## config.mk

```make
export PLATFORM = sky130hd
export DESIGN_NAME = arc_conv_regs
export DESIGN_NICKNAME = d
export VERILOG_FILES = /design/src/hdl/arc_pkg.sv /design/src/hdl/arc_conv_regs.sv /design/src/hdl/arc_result_bank.sv
export SDC_FILE = /design/constraint.sdc
export NUM_CORES = 1
export LEC_CHECK = 0
export BUFFER_PORTS_ARGS = -buffer_cell sky130_fd_sc_hd__buf_2
export CAP_MARGIN = 20
export CORE_UTILIZATION = 46
export CTS_BUF_LIST = sky130_fd_sc_hd__clkbuf_8
export DETAILED_ROUTE_END_ITERATION = 6
export GPL_ROUTABILITY_DRIVEN = 0
export GPL_TIMING_DRIVEN = 0
export MAX_ROUTING_LAYER = met4
export PLACE_DENSITY = 0.63
export RECOVER_POWER = 50
export SYNTH_ARGS = -nofsm -noshare
export SYNTH_HDL_FRONTEND = slang
export SYNTH_HIERARCHICAL = 1
export SYNTH_SLANG_ARGS = --single-unit
```

## constraint.sdc

```tcl
create_clock -name MCLK -period 5.5 [get_ports MCLK]
set_clock_uncertainty 0.15 [all_clocks]
set_input_delay 0.55 -clock MCLK [delete_from_list [all_inputs] [get_ports MCLK]]
set_output_delay 0.55 -clock MCLK [all_outputs]
set_load 0.005 [all_outputs]
```

## src/hdl/arc_pkg.sv

```systemverilog
//------------------------------------------------------------------------------
// Purpose : shared constants and types of the converter result/control regs
// Assumes : 8-bit CPU bus, two modules of four analog inputs each
// Notes   : all offsets are byte addresses on the 5-bit register address
//------------------------------------------------------------------------------
package arc_pkg;

  // ----------------------------------------------------------------------
  // sizes
  // ----------------------------------------------------------------------
  localparam int NUM_CH     = 8;
  localparam int NUM_MOD    = 2;
  localparam int CH_PER_MOD = 4;
  localparam int RES_W      = 10;
  localparam int RES_LSB    = 6;   // value sits in bits 15:6 of a result

  // ----------------------------------------------------------------------
  // register offsets
  // ----------------------------------------------------------------------
  // result n: upper byte at 2n, lower byte at 2n+1
  localparam logic [4:0] OFS_RESULT_BASE = 5'h00;
  localparam logic [4:0] OFS_CSR_M0      = 5'h10;
  localparam logic [4:0] OFS_CSR_M1      = 5'h11;
  localparam logic [4:0] OFS_START_M0    = 5'h12;
  localparam logic [4:0] OFS_START_M1    = 5'h13;

  // ----------------------------------------------------------------------
  // field positions
  // ----------------------------------------------------------------------
  localparam int CSR_END_FLAG_BIT = 7;
  localparam int CSR_IRQ_EN_BIT   = 6;
  localparam int CSR_MODE_BIT     = 4;
  localparam int CSR_CHAN_LSB     = 0;
  localparam int START_BIT        = 4;

  // ----------------------------------------------------------------------
  // reset and fixed values
  // ----------------------------------------------------------------------
  localparam logic [RES_W-1:0] RESULT_RESET = 10'h000;
  localparam logic             RSV5_VALUE   = 1'b0;
  localparam logic             RSV3_VALUE   = 1'b1;
  localparam logic             RSV2_VALUE   = 1'b0;
  localparam logic [7:0]       RDATA_RESET  = 8'h00;

  // ----------------------------------------------------------------------
  // types
  // ----------------------------------------------------------------------
  typedef enum logic {MODE_SINGLE, MODE_SCAN} arc_mode_e;

  typedef enum logic {SEQ_IDLE, SEQ_RUN} arc_seq_e;

  // one conversion handed back by the analog sequencer
  typedef struct packed {
    logic             done;
    logic [RES_W-1:0] data;
  } arc_conv_s;

  // readback layout of a control/status register
  typedef struct packed {
    logic       end_flag;
    logic       irq_en;
    logic       rsv5;
    logic       mode;
    logic       rsv3;
    logic       rsv2;
    logic [1:0] chan;
  } arc_csr_s;

endpackage

```

## src/hdl/arc_conv_regs.sv

```systemverilog
//------------------------------------------------------------------------------
// Purpose : result and control/status registers of a two-module converter
// Assumes : the sequencer pulses CONV_RET.done once per finished conversion
//           of the channel shown on CONV_CHAN while CONV_REQ is high
// Notes   : bus reads answer one cycle later on BUS_RDATA and hold there
//------------------------------------------------------------------------------
// Overview of operation
// - eight read-only 16-bit results, input n lands in result n
// - 10-bit value in bits 15:6, low six bits read zero
// - upper byte read directly; that read latches lower byte for later
// - all results read zero after reset
// - single mode sets end flag, bit 7, when the channel finishes
// - scan mode sets end flag only after all selected channels finish
// - end flag cleared by writing zero after reading one; one ignored
// - transfer-controller result read with mode bit zero clears end flag
// - bit 6 enables the end interrupt, zero masks it
// - bit 4 picks mode: zero single, one scan
// - bits 5 and 2 read zero, bit 3 reads one
// - single mode: channel field picks one of the module's four inputs
// - scan mode: code n scans first n+1 inputs ascending
// - start bit one starts, zero stops; single mode clears it when done
// - scan repeats until start cleared by software, reset or standby
`timescale 1ns/1ps
module arc_conv_regs
  import arc_pkg::*;
(
  input  wire logic                     MCLK,
  input  wire logic                     NRST,
  input  wire logic [4:0]               BUS_AD,
  input  wire logic                     BUS_RD,
  input  wire logic                     BUS_WR,
  input  wire logic [7:0]               BUS_WDATA,
  input  wire logic                     BUS_XFER,
  input  wire logic                     XFER_MODE_BIT,
  input  wire logic                     STANDBY,
  input  wire arc_conv_s [NUM_MOD-1:0]  CONV_RET,
  output logic      [7:0]               BUS_RDATA,
  output logic      [NUM_MOD-1:0]       CONV_REQ,
  output logic      [NUM_MOD-1:0][2:0]  CONV_CHAN,
  output logic      [NUM_MOD-1:0]       CONV_END_IRQ
);

  localparam logic [NUM_MOD-1:0][4:0] OFS_CSR   = {OFS_CSR_M1, OFS_CSR_M0};
  localparam logic [NUM_MOD-1:0][4:0] OFS_START =
    {OFS_START_M1, OFS_START_M0};

  // ----------------------------------------------------------------------
  // bus decode
  // ----------------------------------------------------------------------
  logic       res_rd;
  logic       res_rd_hi;
  logic [2:0] res_idx;

  // results occupy 0x00..0x0f, so bit 4 low marks a result byte
  assign res_rd    = BUS_RD && (BUS_AD[4] == OFS_RESULT_BASE[4]);
  assign res_rd_hi = res_rd && !BUS_AD[0];
  assign res_idx   = BUS_AD[3:1];

  // ----------------------------------------------------------------------
  // per-module control, status and sequencing
  // ----------------------------------------------------------------------
  logic      [NUM_MOD-1:0]            end_flag_r;
  logic      [NUM_MOD-1:0]            irq_en_r;
  arc_mode_e                          mode_r   [NUM_MOD];
  logic      [NUM_MOD-1:0][1:0]       chan_sel_r;
  logic      [NUM_MOD-1:0]            armed_r;
  arc_seq_e                           seq_r    [NUM_MOD];
  arc_seq_e                           seq_nxt  [NUM_MOD];
  logic      [NUM_MOD-1:0][1:0]       cur_r;
  logic      [NUM_MOD-1:0][1:0]       cur_nxt;
  logic      [NUM_MOD-1:0]            req_r;
  logic      [NUM_MOD-1:0][2:0]       chan_out_r;
  logic      [NUM_MOD-1:0]            irq_r;
  logic      [NUM_MOD-1:0]            conv_done;
  logic      [NUM_MOD-1:0][RES_W-1:0] conv_data;
  arc_csr_s  [NUM_MOD-1:0]            csr_view;

  for (genvar m = 0; m < NUM_MOD; m++) begin : g_mod
    logic csr_wr;
    logic csr_rd;
    logic start_wr;
    logic done;
    logic last;
    logic fin;
    logic flag_clr;
    logic xfer_clr;

    assign csr_wr   = BUS_WR && BUS_AD == OFS_CSR[m];
    assign csr_rd   = BUS_RD && BUS_AD == OFS_CSR[m];
    assign start_wr = BUS_WR && BUS_AD == OFS_START[m];
    assign done     = CONV_RET[m].done && seq_r[m] == SEQ_RUN;
    // in single mode every finished conversion is the last one
    assign last     = (mode_r[m] == MODE_SINGLE) ||
                      (cur_r[m] == chan_sel_r[m]);
    assign fin      = done && last;
    // result reads of this module only; the other module's flag is untouched
    assign xfer_clr = res_rd && BUS_XFER && !XFER_MODE_BIT &&
                      BUS_AD[3] == 1'(m);
    assign flag_clr = (csr_wr && armed_r[m] &&
                       !BUS_WDATA[CSR_END_FLAG_BIT]) ||
                      xfer_clr;

    // next sequencer state; software stop and standby beat a completion
    always_comb begin
      seq_nxt[m] = seq_r[m];
      cur_nxt[m] = cur_r[m];
      if (STANDBY) begin
        seq_nxt[m] = SEQ_IDLE;
      end else if (start_wr) begin
        if (!BUS_WDATA[START_BIT]) begin
          seq_nxt[m] = SEQ_IDLE;
        end else if (seq_r[m] == SEQ_IDLE) begin
          seq_nxt[m] = SEQ_RUN;
          cur_nxt[m] = (mode_r[m] == MODE_SCAN) ? 2'h0
                                                : chan_sel_r[m];
        end
      end else if (done) begin
        if (mode_r[m] == MODE_SINGLE) begin
          seq_nxt[m] = SEQ_IDLE;
        end else if (last) begin
          cur_nxt[m] = 2'h0;
        end else begin
          cur_nxt[m] = 2'(cur_r[m] + 2'h1);
        end
      end
    end

    always_ff @(posedge MCLK or negedge NRST) begin
      if (!NRST) begin
        seq_r[m]      <= SEQ_IDLE;
        cur_r[m]      <= 2'h0;
        req_r[m]      <= 1'b0;
        chan_out_r[m] <= 3'h0;
      end else begin
        seq_r[m]      <= seq_nxt[m];
        cur_r[m]      <= cur_nxt[m];
        req_r[m]      <= (seq_nxt[m] == SEQ_RUN);
        chan_out_r[m] <= {1'(m), cur_nxt[m]};
      end
    end

    // control fields; changing them mid-run is left to software
    always_ff @(posedge MCLK or negedge NRST) begin
      if (!NRST) begin
        irq_en_r[m]   <= 1'b0;
        mode_r[m]     <= MODE_SINGLE;
        chan_sel_r[m] <= 2'h0;
      end else if (csr_wr) begin
        irq_en_r[m]   <= BUS_WDATA[CSR_IRQ_EN_BIT];
        mode_r[m]     <= arc_mode_e'(BUS_WDATA[CSR_MODE_BIT]);
        chan_sel_r[m] <= BUS_WDATA[CSR_CHAN_LSB +: 2];
      end
    end

    // end flag: a completion in the clearing cycle wins
    always_ff @(posedge MCLK or negedge NRST) begin
      if (!NRST) begin
        end_flag_r[m] <= 1'b0;
      end else begin
        end_flag_r[m] <= fin || (end_flag_r[m] && !flag_clr);
      end
    end

    // a zero write only clears once the flag has been seen as one
    always_ff @(posedge MCLK or negedge NRST) begin
      if (!NRST) begin
        armed_r[m] <= 1'b0;
      end else if (csr_rd && end_flag_r[m]) begin
        armed_r[m] <= 1'b1;
      end else if (csr_wr || flag_clr) begin
        armed_r[m] <= 1'b0;
      end
    end

    always_ff @(posedge MCLK or negedge NRST) begin
      if (!NRST) begin
        irq_r[m] <= 1'b0;
      end else begin
        irq_r[m] <= end_flag_r[m] && irq_en_r[m];
      end
    end

    assign conv_done[m] = done;
    assign conv_data[m] = CONV_RET[m].data;

    always_comb begin
      csr_view[m].end_flag = end_flag_r[m];
      csr_view[m].irq_en   = irq_en_r[m];
      csr_view[m].rsv5     = RSV5_VALUE;
      csr_view[m].mode     = mode_r[m];
      csr_view[m].rsv3     = RSV3_VALUE;
      csr_view[m].rsv2     = RSV2_VALUE;
      csr_view[m].chan     = chan_sel_r[m];
    end
  end

  // ----------------------------------------------------------------------
  // result storage
  // ----------------------------------------------------------------------
  logic [7:0] res_hi;
  logic [7:0] res_lo;

  arc_result_bank u_bank (
    .clk      (MCLK),
    .rst_n    (NRST),
    .wr_en    (conv_done),
    .wr_sel   (cur_r),
    .wr_data  (conv_data),
    .rd_hi    (res_rd_hi),
    .rd_idx   (res_idx),
    .hi_byte  (res_hi),
    .lo_latch (res_lo)
  );

  // ----------------------------------------------------------------------
  // read data
  // ----------------------------------------------------------------------
  logic [7:0] rdata_r;
  logic [7:0] rdata_nxt;

  // lower byte reads the latch: master must read upper first
  always_comb begin
    rdata_nxt = 8'h00;
    if (res_rd) begin
      rdata_nxt = BUS_AD[0] ? res_lo : res_hi;
    end else begin
      for (int m = 0; m < NUM_MOD; m++) begin
        if (BUS_AD == OFS_CSR[m]) begin
          rdata_nxt = csr_view[m];
        end
        if (BUS_AD == OFS_START[m]) begin
          rdata_nxt = 8'(req_r[m]) << START_BIT;
        end
      end
    end
  end

  // unmapped addresses answer zero; data holds until the next read
  always_ff @(posedge MCLK or negedge NRST) begin
    if (!NRST) begin
      rdata_r <= RDATA_RESET;
    end else if (BUS_RD) begin
      rdata_r <= rdata_nxt;
    end
  end

  // ----------------------------------------------------------------------
  // outputs
  // ----------------------------------------------------------------------
  assign BUS_RDATA    = rdata_r;
  assign CONV_REQ     = req_r;
  assign CONV_CHAN    = chan_out_r;
  assign CONV_END_IRQ = irq_r;

endmodule

```

## src/hdl/arc_result_bank.sv

```systemverilog
//------------------------------------------------------------------------------
// Purpose : eight conversion results plus the lower-byte temporary latch
// Assumes : at most one write per module per cycle
// Notes   : upper byte is combinational, lower byte comes from the latch
//------------------------------------------------------------------------------
`timescale 1ns/1ps
module arc_result_bank
  import arc_pkg::*;
(
  input  wire logic                        clk,
  input  wire logic                        rst_n,
  input  wire logic [NUM_MOD-1:0]          wr_en,
  input  wire logic [NUM_MOD-1:0][1:0]     wr_sel,
  input  wire logic [NUM_MOD-1:0][RES_W-1:0] wr_data,
  input  wire logic                        rd_hi,
  input  wire logic [2:0]                  rd_idx,
  output logic      [7:0]                  hi_byte,
  output logic      [7:0]                  lo_latch
);

  logic [RES_W-1:0] result_r [NUM_CH];
  logic [7:0]       lo_latch_r;

  // ----------------------------------------------------------------------
  // result storage
  // ----------------------------------------------------------------------
  for (genvar n = 0; n < NUM_CH; n++) begin : g_res
    localparam int M = n / CH_PER_MOD;
    localparam logic [1:0] SEL = 2'(n % CH_PER_MOD);
    always_ff @(posedge clk or negedge rst_n) begin
      if (!rst_n) begin
        result_r[n] <= RESULT_RESET;
      end else if (wr_en[M] && wr_sel[M] == SEL) begin
        result_r[n] <= wr_data[M];
      end
    end
  end

  // ----------------------------------------------------------------------
  // temporary latch
  // ----------------------------------------------------------------------
  // a result landing in the same cycle still pairs old upper with old lower
  always_ff @(posedge clk or negedge rst_n) begin
    if (!rst_n) begin
      lo_latch_r <= 8'h00;
    end else if (rd_hi) begin
      lo_latch_r <= {result_r[rd_idx][1:0], 6'h00};
    end
  end

  assign hi_byte  = result_r[rd_idx][RES_W-1:2];
  assign lo_latch = lo_latch_r;

endmodule

```

==> results_dict.tcl <==
set metrics [dict create \
    max_stage_delay_ps 2140 \
    setup_viol 0 \
    regArea_mm2 0.00278 \
    hold_class "primary input to flop" \
    grt_max_degree 59 \
    synthTopCellsByArea "dfrtp_1, mux2_2, mux4_1" \
    clock-sinks 111 \
    cp_max_fo 54 \
    layout_commonest_cell "dfrtp_1" \
    power_frac_seq_pct 59.7 \
    startpoint_type "primary input" \
    ys_types 46 \
    synth_seq_cells 111 \
    slew_headroom_pct -106 \
    power_switching_uw 377 \
    clk_pin_slew_ps 100 \
    max_clock_freq_mhz 326 \
    io_buffers 54 \
    rsz0062_at_grt "false" \
    cts_hold_buf 0 \
    mostFrequentLayoutCells "dfrtp_1, mux2_2, buf_2, mux2i_1, mux4_1" \
    hold_ws_ps 264 \
    grt_pass1_wl_mm 18.9 \
    slew_violations 54 \
    power.leakage_uw 0.00305 \
    path_class "primary input to async pin" \
    cts_buffer_depth 2 \
    drt_iter0_markers 215 \
    finalSetupTns_ps 0 \
    antenna_found_initial 0 \
    violations "capacitance limit, slew limit" \
    cts_resized 0 \
    synth_edf_count 0 \
    die_x_um 111 \
    synthCells 386 \
    drc 0 \
    synth_ff_type "dfrtp_1" \
    worstPathCellList "clkbuf_1" \
    core_area_mm2 0.0115 \
    die_h_um 111 \
    insertedDiodeCount 0 \
    crit_buf_inv 1 \
    nFillCells 997 \
    numCtsBuffers 9 \
    multi_input_area_mm2 0.00245 \
    synth_async_sr_flop_share_pct 100 \
    grt_overflow 0 \
    first_pass_iters 4 \
    synth.avg_cell_area_um2 14.0 \
    htree_num_levels 3 \
    cp_slowest_cell "clkbuf_1" \
    synth_top_area_cell "dfrtp_1" \
    drive_above_1_share_pct 40.2 \
    status "finished with violations" \
    yosysWarnings 6 \
    rrSetupSlack_ps 3570 \
    viasPerCell 5.61 \
    cts_tree "yes" \
    grt_pass1_vias 3519 \
    synth_top_area_share_pct 51.2 \
    swShare_pct 25.5 \
    rows 39 \
    min_period_ps 3070 \
    worst-endpoint-required_ps 5160 \
    final_antenna_net_count 0 \
    routedWlPerCell_um 18.8 \
    grt_usage_pct 20.6 \
    syn_to_final_growth_pct 12.0 \
    ios 60 \
    cts_setup_buffers 0 \
    postPlaceCellArea_mm2 0.00593 \
    fin_area_mm2 0.00607 \
    nets 500 \
    ys_seq_area_share_pct 51.2 \
    vias 3380 \
    p_int_uw 1100 \
    ir_drop_mv 0.150 \
    critPathCaptureType "async pin" \
    power_frac_comb_pct 11.4 \
    initial_utilization_pct 47.3 \
    tightest_slew_ps 3090 \
    timing.critical_path.arrival_ps 2720 \
    pwr-share-clk_pct 28.9 \
    dpl.hpwl_mm 7.96 \
    cts_root_buf "clkbuf_8" \
    power.density_mw_per_mm2 243 \
    hold_violations 0 \
    clk_latency_ps 370 \
    finalWirelength_mm 11.3 \
    fin_crit_sh_pct 55.8 \
    drv_cap 1 \
    path_delay_family "buffers and inverters" \
    die-area_mm2 0.0122 \
    syn_area_mm2 0.00542 \
]
[sequential cells by signal, summed over array words and instances (netlist names)]
name / cells
CONV_CHAN: 5
u_bank/lo_latch: 2
chan_sel_r: 4
CONV_END_IRQ: 2
CONV_REQ: 2
armed_r: 2
u_bank/result_r: 80
BUS_RDATA: 8
csr_view: 6
[worst min-delay path, delay by kind of cell]
kind	cells	cell delay [ps]
AOI/OAI and AO/OA	1	60
and+or+nand+nor	1	40
buffers and inverters	1	100
[metrics by stage]
step / cells / setup WS (ps) / util (%) / total power (uW)
after floorplan: 391 / 3190 / - / 988
after global routing: 603 / 1710 / 52.9 / 1550
after detailed placement: 590 / 2780 / 51.7 / 1070
after global placement: 588 / 2390 / 51.4 / 1060
final: 603 / 2430 / 52.9 / 1480
after CTS: 603 / 3190 / 53.0 / 1500
[path summary, 6_finish.rpt]
check | end | cells after the start | from
setup / recovery | u_bank/result_r[10] | 1 | NRST
hold / removal | chan_sel_r[0] | 3 | BUS_WDATA[0]
setup reg to reg | u_bank/result_r[48] | 3 | CONV_REQ[0]
hold reg to reg | u_bank/result_r[67] | 1 | u_bank/result_r[67]
max in group MCLK | BUS_RDATA[4] | 9 | BUS_AD[1]
min in group asynchronous | CONV_CHAN[4] | 1 | NRST
[layout make-up]
cell class,count,area share [%]
Multi-Input combinational cell,243,40.4
Sequential cell,111,45.8
Tap cell,143,2.95
Clock buffer,10,2.27
Timing Repair Buffer,56,4.93
Buffer,26,2.76
Inverter,11,0.680
Clock inverter,3,0.247
[power groups by stage]
stage / registers [uW] / logic [uW] / clock network, uW
4_1_cts: 882 / 171 / 442
6_report: 882 / 168 / 427
2_1_floorplan: 888 / 99.6 / 0
3_3_place_gp: 896 / 163 / 0
3_5_place_dp: 898 / 170 / 0
5_1_grt: 887 / 188 / 474
[synthesized netlist by cell type, types with 5 or more instances]
| master | number |
|---|---|
| nand3b_1 | 8 |
| dfrtp_1 | 111 |
| nor2_1 | 8 |
| buf_4 | 7 |
| a21oi_1 | 8 |
| nand2_1 | 8 |
| nand3_1 | 6 |
| o21ai_0 | 6 |
| mux2i_1 | 22 |
| buf_2 | 9 |
| inv_1 | 11 |
| and2_1 | 5 |
| nand2b_1 | 9 |
| o221ai_1 | 5 |
| mux4_1 | 15 |
| mux2_2 | 96 |
[metal layers]
metal	vias up	wire (um)	GRT usage (%)
met1	1751	5270	27.7
li1	1563	-	-
met3	9	325	3.18
met4	0	145	6.67
met5	-	0	-
met2	57	5580	32.3
[cell families after synthesis]
family	share of synthesized area, %
xor+xnor	0.646
other cells	0.208
mux	32.9
compound gates	4.50
simple gates	6.62
buf+inv	3.88
flops	51.2
Power figures use the tool's default switching activity.
